$ cat config.mk
export PLATFORM = sky130hd
export DESIGN_NAME = irq_enable_bank
export DESIGN_NICKNAME = d
export VERILOG_FILES = /design/src/logic/axil_hold_slot.v /design/src/logic/irq_enable_word.v /design/src/logic/irq_enable_bank.v
export VERILOG_INCLUDE_DIRS = /design/src /design/src/shared
export SDC_FILE = /design/constraint.sdc
export NUM_CORES = 1
export LEC_CHECK = 0
export BUFFER_PORTS_ARGS = -buffer_cell sky130_fd_sc_hd__buf_2
export CELL_PAD_IN_SITES_DETAIL_PLACEMENT = 1
export CELL_PAD_IN_SITES_GLOBAL_PLACEMENT = 1
export CORE_AREA = 5 5 193 195
export DETAILED_ROUTE_END_ITERATION = 12
export DIE_AREA = 0 0 198 200
export GPL_TIMING_DRIVEN = 0
export PLACE_DENSITY = 0.64
export SKIP_CTS_REPAIR_TIMING = 1
export SKIP_LAST_GASP = 1
export SLEW_MARGIN = 20
export SYNTH_ARGS = -nofsm -noshare
export SYNTH_HDL_FRONTEND = slang
export SYNTH_SLANG_ARGS = --single-unit
$ cat constraint.sdc
create_clock -name aclk -period 1.9 [get_ports aclk]
set_clock_uncertainty 0.15 [all_clocks]
set_input_delay 0.19 -clock aclk [delete_from_list [all_inputs] [get_ports aclk]]
set_output_delay 0.19 -clock aclk [all_outputs]
set_load 0.02 [all_outputs]
$ cat src/shared/irq_enable_consts.vh
// Constants of the interrupt enable bank: register offsets, masks of the
// implemented enable bits, reset values and bus answer codes.
// Assumes an 8-bit byte address on the register bus and 32-bit data.
`ifndef IRQ_ENABLE_CONSTS_VH
`define IRQ_ENABLE_CONSTS_VH

// Width of the register bus byte address.
`define REG_ADDR_W      8

// Byte offsets of the five enable words.
`define OFS_ENABLE0     8'h00
`define OFS_ENABLE1     8'h04
`define OFS_ENABLE2     8'h08
`define OFS_ENABLE3     8'h0c
`define OFS_ENABLE4     8'h10

// Byte offsets of the five read-only gated request words.
`define OFS_REQUEST0    8'h20
`define OFS_REQUEST1    8'h24
`define OFS_REQUEST2    8'h28
`define OFS_REQUEST3    8'h2c
`define OFS_REQUEST4    8'h30

// Implemented enable bits of each word; all other positions read zero.
`define MASK_WORD0      16'h7fff
`define MASK_WORD1      16'hfffb
`define MASK_WORD2      16'hdfff
`define MASK_WORD3      16'h21ff
`define MASK_WORD4      16'h00f6

// Reset value of every enable word: all sources masked.
`define RESET_ENABLE    16'h0000

// Priority field of a source: width and the code that disables it.
`define PRIO_W          3
`define PRIO_OFF        3'h0

// Decoded register index: 0..4 enable words, 5..9 request words.
`define IDX_REQ_BASE    4'h5
`define IDX_NONE        4'hf

// Bus answer codes.
`define RESP_OKAY       2'b00
`define RESP_SLVERR     2'b10

`endif

$ cat src/logic/axil_hold_slot.v
// One-entry holding slot for a bus channel payload.
// Assumes the producer and consumer run on aclk; ready drops while full.
module axil_hold_slot #(
   parameter W = 8
) (
   // Clock, reset and freeze.
   input  wire         aclk,
   input  wire         aresetn,
   input  wire         ce,
   // Filling side.
   input  wire         in_valid,
   output wire         in_ready,
   input  wire [W-1:0] in_data,
   // Draining side.
   input  wire         take,
   output reg          full_q,
   output reg  [W-1:0] data_q
);

   // Ready only while empty and not frozen, so no beat is lost.
   assign in_ready = ce & ~full_q;

   // Catch a beat, hold it until the consumer takes it.
   always @(posedge aclk) begin
      if (!aresetn) begin
         full_q <= 1'b0;
         data_q <= {W{1'b0}};
      end else if (ce) begin
         if (in_valid && !full_q) begin
            full_q <= 1'b1;
            data_q <= in_data;
         end else if (take) begin
            full_q <= 1'b0;
         end
      end
   end

endmodule // axil_hold_slot

$ cat src/logic/irq_enable_word.v
// One 16-bit enable word and the gating of its sixteen source requests.
// Assumes flags and priority fields come from logic on aclk.
`include "irq_enable_consts.vh"

module irq_enable_word #(
   parameter [15:0] IMPL_MASK = 16'hffff
) (
   // Clock, reset and freeze.
   input  wire        aclk,
   input  wire        aresetn,
   input  wire        ce,
   // Register write.
   input  wire        wr_en,
   input  wire [15:0] wr_data,
   input  wire [1:0]  wr_strb,
   // Sources.
   input  wire [15:0] pend_flags,
   input  wire [47:0] prio_fields,
   // Results.
   output reg  [15:0] enable_q,
   output reg  [15:0] request_q
);

   reg [15:0] prio_live;
   reg [15:0] merged;
   integer    i;

   // A source with a zero priority field stays silent.
   always @* begin
      prio_live = 16'h0000;
      for (i = 0; i < 16; i = i + 1) begin
         prio_live[i] = (prio_fields[i*3 +: 3] != `PRIO_OFF);
      end
   end

   // Byte-lane merge of a write; unimplemented positions never store.
   always @* begin
      merged = enable_q;
      if (wr_strb[0]) begin
         merged[7:0] = wr_data[7:0];
      end
      if (wr_strb[1]) begin
         merged[15:8] = wr_data[15:8];
      end
      merged = merged & IMPL_MASK;
   end

   // Enable storage and registered request gating.
   always @(posedge aclk) begin
      if (!aresetn) begin
         enable_q  <= `RESET_ENABLE;
         request_q <= 16'h0000;
      end else if (ce) begin
         if (wr_en) begin
            enable_q <= merged;
         end
         request_q <= pend_flags & enable_q & prio_live & IMPL_MASK;
      end
   end

endmodule // irq_enable_word

$ cat src/logic/irq_enable_bank.v
// Interrupt enable bank: five enable words reached over AXI4-Lite, each
// gating sixteen peripheral requests toward the interrupt arbiter.
// Assumes flags, priority fields and the bus all run on aclk.
//
// Overview of operation
// An enable bit at one passes its source request; at zero blocks it.
// Unimplemented enable positions always read zero and ignore writes.
// Reset clears every implemented enable bit, masking all sources.
// Implemented enable bits are read and written; reads return last write.
// Word 0 bits 2..0: output compare 1, input capture 1, external irq 0.
// Word 1 bits 15..8: uart2 tx/rx, ext irq 2, timers, compares, dma2.
// Word 1 bits 7..3 capture/adc2/ext1/change; bit 2 empty; 1..0 i2c1.
// Word 2 bits 15,14 timer6, dma4; 13 empty; 12..9 compares; 8 capture6.
// Word 2 bits 7..4 captures, dma3; 3..2 can1; 1..0 spi2 event, error.
// Word 3 implements only bits 13, 8 and 7..0.
// Word 4 implements bits 7..4, 2 and 1 only.
// Word 2 bit 13 is reserved and reads zero.
// Each source pending flag is forwarded only when its enable is set.
// A zero priority field disables its source regardless of enable.
// Each request output is flag AND enable AND a nonzero priority field, registered on aclk.
//
// Design decisions made here: the placing of the registers and the AXI4-Lite register port.

`include "irq_enable_consts.vh"

module irq_enable_bank (
   // Clock, reset and freeze.
   input  wire                   aclk,
   input  wire                   aresetn,
   input  wire                   ce,
   // Write address channel.
   input  wire [`REG_ADDR_W-1:0] awaddr,
   input  wire                   awvalid,
   output wire                   awready,
   // Write data channel.
   input  wire [31:0]            wdata,
   input  wire [3:0]             wstrb,
   input  wire                   wvalid,
   output wire                   wready,
   // Write response channel.
   output reg  [1:0]             bresp,
   output reg                    bvalid,
   input  wire                   bready,
   // Read address channel.
   input  wire [`REG_ADDR_W-1:0] araddr,
   input  wire                   arvalid,
   output wire                   arready,
   // Read data channel.
   output reg  [31:0]            rdata,
   output reg  [1:0]             rresp,
   output reg                    rvalid,
   input  wire                   rready,
   // Pending flags of the sources, one word each.
   input  wire [15:0]            pend_flags0,
   input  wire [15:0]            pend_flags1,
   input  wire [15:0]            pend_flags2,
   input  wire [15:0]            pend_flags3,
   input  wire [15:0]            pend_flags4,
   // Three-bit priority fields, source n at bits 3n+2..3n.
   input  wire [47:0]            prio_fields0,
   input  wire [47:0]            prio_fields1,
   input  wire [47:0]            prio_fields2,
   input  wire [47:0]            prio_fields3,
   input  wire [47:0]            prio_fields4,
   // Gated requests toward the arbiter.
   output wire [15:0]            irq_request0,
   output wire [15:0]            irq_request1,
   output wire [15:0]            irq_request2,
   output wire [15:0]            irq_request3,
   output wire [15:0]            irq_request4
);

   ////////////////////////////////////////////////////////////////////////
   // Address decoding.

   // Maps a byte address to a register index, or to none if unmapped.
   function [3:0] reg_index;
      input [`REG_ADDR_W-1:0] addr;
      begin
         case (addr)
            `OFS_ENABLE0:  reg_index = 4'h0;
            `OFS_ENABLE1:  reg_index = 4'h1;
            `OFS_ENABLE2:  reg_index = 4'h2;
            `OFS_ENABLE3:  reg_index = 4'h3;
            `OFS_ENABLE4:  reg_index = 4'h4;
            `OFS_REQUEST0: reg_index = 4'h5;
            `OFS_REQUEST1: reg_index = 4'h6;
            `OFS_REQUEST2: reg_index = 4'h7;
            `OFS_REQUEST3: reg_index = 4'h8;
            `OFS_REQUEST4: reg_index = 4'h9;
            default:       reg_index = `IDX_NONE;
         endcase
      end
   endfunction

   // True when the index names one of the writable enable words.
   function is_enable_word;
      input [3:0] idx;
      begin
         is_enable_word = (idx < `IDX_REQ_BASE);
      end
   endfunction

   ////////////////////////////////////////////////////////////////////////
   // Write channels: address and data are caught separately, any order.

   wire                   aw_full_q;
   wire [`REG_ADDR_W-1:0] aw_addr_q;
   wire                   w_full_q;
   wire [35:0]            w_beat_q;
   wire                   wr_fire;

   axil_hold_slot #(
      .W (`REG_ADDR_W)
   ) u_aw_slot (
      .aclk     (aclk),
      .aresetn  (aresetn),
      .ce       (ce),
      .in_valid (awvalid),
      .in_ready (awready),
      .in_data  (awaddr),
      .take     (wr_fire),
      .full_q   (aw_full_q),
      .data_q   (aw_addr_q)
   );

   axil_hold_slot #(
      .W (36)
   ) u_w_slot (
      .aclk     (aclk),
      .aresetn  (aresetn),
      .ce       (ce),
      .in_valid (wvalid),
      .in_ready (wready),
      .in_data  ({wstrb, wdata}),
      .take     (wr_fire),
      .full_q   (w_full_q),
      .data_q   (w_beat_q)
   );

   ////////////////////////////////////////////////////////////////////////
   // Write execution and response.

   wire [3:0]  wr_idx;
   wire [15:0] wr_data;
   wire [1:0]  wr_strb;
   wire [4:0]  wr_sel;

   // The write happens once both halves are held and no response waits.
   assign wr_fire = ce & aw_full_q & w_full_q & ~bvalid;
   assign wr_idx  = reg_index(aw_addr_q);
   assign wr_data = w_beat_q[15:0];
   assign wr_strb = w_beat_q[33:32];

   // One-hot strobe per enable word; request words ignore writes.
   assign wr_sel[0] = wr_fire & (wr_idx == 4'h0);
   assign wr_sel[1] = wr_fire & (wr_idx == 4'h1);
   assign wr_sel[2] = wr_fire & (wr_idx == 4'h2);
   assign wr_sel[3] = wr_fire & (wr_idx == 4'h3);
   assign wr_sel[4] = wr_fire & (wr_idx == 4'h4);

   // Response is raised the cycle after the write and held until bready.
   always @(posedge aclk) begin
      if (!aresetn) begin
         bvalid <= 1'b0;
         bresp  <= `RESP_OKAY;
      end else if (ce) begin
         if (wr_fire) begin
            bvalid <= 1'b1;
            if (wr_idx == `IDX_NONE) begin
               bresp <= `RESP_SLVERR;
            end else begin
               bresp <= `RESP_OKAY;
            end
         end else if (bready) begin
            bvalid <= 1'b0;
         end
      end
   end

   ////////////////////////////////////////////////////////////////////////
   // Enable words and request gating.

   wire [15:0] enable0_q;
   wire [15:0] enable1_q;
   wire [15:0] enable2_q;
   wire [15:0] enable3_q;
   wire [15:0] enable4_q;

   // Word 0: bit 2 compare 1, bit 1 capture 1, bit 0 external irq 0.
   irq_enable_word #(
      .IMPL_MASK (`MASK_WORD0)
   ) u_word0 (
      .aclk        (aclk),
      .aresetn     (aresetn),
      .ce          (ce),
      .wr_en       (wr_sel[0]),
      .wr_data     (wr_data),
      .wr_strb     (wr_strb),
      .pend_flags  (pend_flags0),
      .prio_fields (prio_fields0),
      .enable_q    (enable0_q),
      .request_q   (irq_request0)
   );

   // Word 1: every bit but bit 2 is an enable.
   irq_enable_word #(
      .IMPL_MASK (`MASK_WORD1)
   ) u_word1 (
      .aclk        (aclk),
      .aresetn     (aresetn),
      .ce          (ce),
      .wr_en       (wr_sel[1]),
      .wr_data     (wr_data),
      .wr_strb     (wr_strb),
      .pend_flags  (pend_flags1),
      .prio_fields (prio_fields1),
      .enable_q    (enable1_q),
      .request_q   (irq_request1)
   );

   // Word 2: bit 13 is a reserved hole between dma4 and compare 8.
   irq_enable_word #(
      .IMPL_MASK (`MASK_WORD2)
   ) u_word2 (
      .aclk        (aclk),
      .aresetn     (aresetn),
      .ce          (ce),
      .wr_en       (wr_sel[2]),
      .wr_data     (wr_data),
      .wr_strb     (wr_strb),
      .pend_flags  (pend_flags2),
      .prio_fields (prio_fields2),
      .enable_q    (enable2_q),
      .request_q   (irq_request2)
   );

   // Word 3: dma5 at bit 13, can2 event at bit 8, bits 7..0 in use.
   irq_enable_word #(
      .IMPL_MASK (`MASK_WORD3)
   ) u_word3 (
      .aclk        (aclk),
      .aresetn     (aresetn),
      .ce          (ce),
      .wr_en       (wr_sel[3]),
      .wr_data     (wr_data),
      .wr_strb     (wr_strb),
      .pend_flags  (pend_flags3),
      .prio_fields (prio_fields3),
      .enable_q    (enable3_q),
      .request_q   (irq_request3)
   );

   // Word 4: transmit requests, dma7, dma6 and the uart error enables.
   irq_enable_word #(
      .IMPL_MASK (`MASK_WORD4)
   ) u_word4 (
      .aclk        (aclk),
      .aresetn     (aresetn),
      .ce          (ce),
      .wr_en       (wr_sel[4]),
      .wr_data     (wr_data),
      .wr_strb     (wr_strb),
      .pend_flags  (pend_flags4),
      .prio_fields (prio_fields4),
      .enable_q    (enable4_q),
      .request_q   (irq_request4)
   );

   ////////////////////////////////////////////////////////////////////////
   // Read path.

   wire [3:0] rd_idx;
   wire       rd_fire;
   reg [15:0] rd_word;

   // One read at a time: the address is refused while data waits.
   assign arready = ce & ~rvalid;
   assign rd_fire = arvalid & arready;
   assign rd_idx  = reg_index(araddr);

   // Selects the word to return; upper half and holes read zero.
   always @* begin
      case (rd_idx)
         4'h0:    rd_word = enable0_q;
         4'h1:    rd_word = enable1_q;
         4'h2:    rd_word = enable2_q;
         4'h3:    rd_word = enable3_q;
         4'h4:    rd_word = enable4_q;
         4'h5:    rd_word = irq_request0;
         4'h6:    rd_word = irq_request1;
         4'h7:    rd_word = irq_request2;
         4'h8:    rd_word = irq_request3;
         4'h9:    rd_word = irq_request4;
         default: rd_word = 16'h0000;
      endcase
   end

   // Read data is registered and held until rready.
   always @(posedge aclk) begin
      if (!aresetn) begin
         rvalid <= 1'b0;
         rdata  <= 32'h0000_0000;
         rresp  <= `RESP_OKAY;
      end else if (ce) begin
         if (rd_fire) begin
            rvalid <= 1'b1;
            rdata  <= {16'h0000, rd_word};
            if (rd_idx == `IDX_NONE) begin
               rresp <= `RESP_SLVERR;
            end else if (is_enable_word(rd_idx) || rd_idx < 4'ha) begin
               rresp <= `RESP_OKAY;
            end else begin
               rresp <= `RESP_SLVERR;
            end
         end else if (rready) begin
            rvalid <= 1'b0;
         end
      end
   end

endmodule // irq_enable_bank

==> results.md <==
• **reported max-cap violation count** 0
• **post-layout worst setup margin** -0.129 ns
• **Max Root-Sink Buffers** 2
• **worst-case vdd ir drop** 0.647 mV
• **worst setup path class** flip-flop to flip-flop
• **count of yosys warnings during synthesis** 0
• **initial antenna violation count** 1
• **min Tclk post-route** 2.03 ns
• **top cell type by total area after synthesis** sky130_fd_sc_hd__dfxtp_1
• **Placer Congestion** 0.823
• **Worst Setup SP** u_aw_slot.data_q[6]
• **Critical Path End** u_word2.enable_q[5]
• **CTS tree** built
• **first-pass GRT wire length** 57600 um
• **most common library cell in the layout ignoring fill and taps** sky130_fd_sc_hd__buf_2
• **Clock transition at path regs** 0.07 ns
• **Worst Reg-to-Reg Cells** 5
• **residual antenna-violating net count after detailed routing** 0
• **crit end category** flip-flop
• **layout cell share with drive strength beyond 1** 37.1%
• **ANT cells** 0
• **outcome** finished, violations left
• **number of standard cells after synthesis** 873
• **wire length after detailed routing** 41100 um
• **post-placement cell count** 1734
• **pins over their slew limit** 0
• **Reg2Reg Setup Slack** -0.13 ns
• **total I/O pin count** 501
• **Die Wd** 198 um
• **worst slew pin tran** 1.11 ns
• **CP cell instances** or4_4 -> nor4_4 -> buf_4 -> nand2_4 -> mux2i_1
• **Final #Nets** 1705
• **proportion of synthesized flip-flops having asynchronous set or reset** 0%
• **Detailed Routing Iterations Pass 1** 5
• **Critical Path Stages** 5
• **final cell count without fillers** 1799
• **end of the worst register-to-register path** u_word2.enable_q[5]
• **Die ar.** 0.0396 mm2
• **H-Tree Depth** 4
• **Buf/Inv on CP** 1
• **Clock Tree Root** sky130_fd_sc_hd__clkbuf_16
• **total power after layout** 8290 uW
• **TritonCTS buffer count** 17
• **library cells used by synthesis** 56
• **critical path data required time** 2.07 ns
• **area fraction of the dominant cell type after synthesis** 41.8%
• **Leakage Power** 0.00567 uW
• **count of input and output buffers** 364
• **vertical die dimension** 200 um
• **sort of element at the start of the critical path** flip-flop
• **violated checks** hold timing, setup timing
• **critical path peak fanout** 8
• **largest delay contributor family on the critical path** simple AND/OR/NAND/NOR gates
• **half-perimeter wire length after detailed placement** 33100 um
• **GRT Overall Usage** 19.7%
• **number of failing setup endpoints in the final timing report** 39
• **Slowest cell on crit path** sky130_fd_sc_hd__or4_4
• **RR Startpoint** u_aw_slot.data_q[6]
• **crit path DAT** 2.20 ns
• **largest net degree at the start of global routing** 17
• **Final TNS setup** -3.62 ns
• **Max Clock Freq** 493 MHz
• **commonest non-fill, non-tap cells in the layout** 371 x sky130_fd_sc_hd__buf_2, 165 x sky130_fd_sc_hd__dfxtp_1, 134 x sky130_fd_sc_hd__mux2i_1
• **Post-Place Worst Slack** -0.824 ns
• **via count of the first global-routing pass** 8916
• **Final Hold Violating Endpoints** 36
• **Hold Path Stages** 4
• **standard cell core area** 0.0352 mm2
• **number of placement rows** 69
• **Power Dens Cells** 704 mW/mm2
• **delay of the slowest cell on the worst path** 0.58 ns
• **cell area after synthesis** 0.00814 mm2
• **setup repair after global routing missed its margin** true
• **average routed wire per standard cell** 22.8 um
• **Area Growth Syn to Fin** 44.7%
• **mean instance size in the synthesized netlist** 9.33 um2
• **Final period util** 107%
• **hold slack** -0.0256 ns
• **share of the yosys chip area belonging to registers** 41.8%
• **synth top area cells** sky130_fd_sc_hd__dfxtp_1 42%, sky130_fd_sc_hd__mux2i_1 16%, sky130_fd_sc_hd__o311a_1 7.5%
• **number of enable-type register cells in the synthesized netlist** 0
• **detailed-route DRC error count** 0
• **GR Overflow Total** 0
• **vias after detailed routing** 8687
• **worst hold path type** primary input to flip-flop
• **initial core utilization** 23.1%
• **number of vias per cell** 4.83
• **relative slew slack** 26.1%
• **number of sinks driven by the clock tree** 170
• **number of register bits inferred by synthesis** 170
• **initial drt markers** 434
• **dominant synthesized flop cell** sky130_fd_sc_hd__dfxtp_1
• **Skew-Pair Late Insertion Delay** 0.45 ns
registers in the layout (all words and copies together), names as in the netlist, 6 cells and up:
| signal | flops |
|---|---|
| rdata | 16 |
| u_word0.enable_q | 15 |
| u_word2.enable_q | 15 |
| u_word4.request_q | 6 |
| u_word1.enable_q | 15 |
| u_word1.request_q | 15 |
| u_aw_slot.data_q | 8 |
| u_w_slot.data_q | 18 |
| u_word2.request_q | 15 |
| u_word0.request_q | 15 |
| u_word3.enable_q | 10 |
| u_word4.enable_q | 6 |
| u_word3.request_q | 10 |
kinds of logic (layout without fill, tap and decap cells):
kind of cell           count (synthesis)  after routing  share of synthesized area [%]
DFF                                  170            170                           41.8
AOI/OAI and AO/OA                    176            176                           17.2
and+or+nand+nor                      288            288                           16.8
other                                  1             37                         0.0460
buffers and inverters                 95            524                           6.34
muxes                                143            143                           17.9
worst register-to-register path: stages, from the launching register on:
cell and delay [ns]:
sky130_fd_sc_hd__dfxtp_2 0.35, sky130_fd_sc_hd__or4_4 0.58, sky130_fd_sc_hd__nor4_4 0.28, sky130_fd_sc_hd__buf_4 0.22, sky130_fd_sc_hd__nand2_4 0.15, sky130_fd_sc_hd__mux2i_1 0.18
metrics by stage:
stage	cell area (um2)	utilization, %	hold WS (ns)
floorplan	8280	-	0.176
detailed placement	10700	30.3	0.294
global placement	10700	30.3	0.285
global route	11800	33.5	0.000294
finish	11800	33.5	-0.0256
CTS	11300	32.0	-0.184
area by class of cell:
cell class	instances	area, um2
clock buffers	19	443
fillers	4271	23400
multi-input cells	644	4490
flip-flops and latches	170	3410
plain buffers	89	518
clock inverters	13	155
well taps	461	577
repair buffers	402	2180
inverters	1	3.75
routing by layer:
metal / part of all wire, % / track usage, % / vias up
met5: 0.032 / 0 / -
met4: 1.4 / 4.31 / 2
met3: 5.7 / 3.88 / 40
met2: 50 / 34.3 / 287
met1: 43 / 25.3 / 4275
li1: - / - / 4083
cell usage after synthesis, types with 4 or more instances:
cell type	n
sky130_fd_sc_hd__and3_1	15
sky130_fd_sc_hd__nand4_1	9
sky130_fd_sc_hd__a22o_1	6
sky130_fd_sc_hd__nor3_1	6
sky130_fd_sc_hd__a32oi_1	6
sky130_fd_sc_hd__a211o_1	5
sky130_fd_sc_hd__a22oi_1	11
sky130_fd_sc_hd__buf_2	8
sky130_fd_sc_hd__mux2i_1	134
sky130_fd_sc_hd__o221ai_1	4
sky130_fd_sc_hd__clkbuf_1	42
sky130_fd_sc_hd__a21oi_1	42
sky130_fd_sc_hd__nor2_1	98
sky130_fd_sc_hd__o21ai_0	7
sky130_fd_sc_hd__a31oi_1	8
sky130_fd_sc_hd__o311a_1	61
sky130_fd_sc_hd__nand3_1	13
sky130_fd_sc_hd__nor2b_1	8
sky130_fd_sc_hd__buf_4	38
sky130_fd_sc_hd__nand2_1	104
sky130_fd_sc_hd__a221o_1	6
sky130_fd_sc_hd__mux2_2	8
sky130_fd_sc_hd__o211ai_1	9
sky130_fd_sc_hd__dfxtp_1	170
sky130_fd_sc_hd__buf_1	5
report_power, final:
group	internal [uW]	switching, uW
Sequential	3590	38.7
Clock	2010	1670
Combinational	423	558
Total	6030	2270
worst min-delay path by stage:
stage | startpoint | end
after floorplan | wstrb[1] | u_w_slot.data_q[33]
after global placement | wdata[13] | u_w_slot.data_q[13]
after detailed placement | wdata[2] | u_w_slot.data_q[2]
after CTS | wdata[6] | u_w_slot.data_q[6]
after global routing | prio_fields2[32] | u_word2.request_q[10]
final | prio_fields0[38] | u_word0.request_q[12]
(Power assumes the default switching activity.)
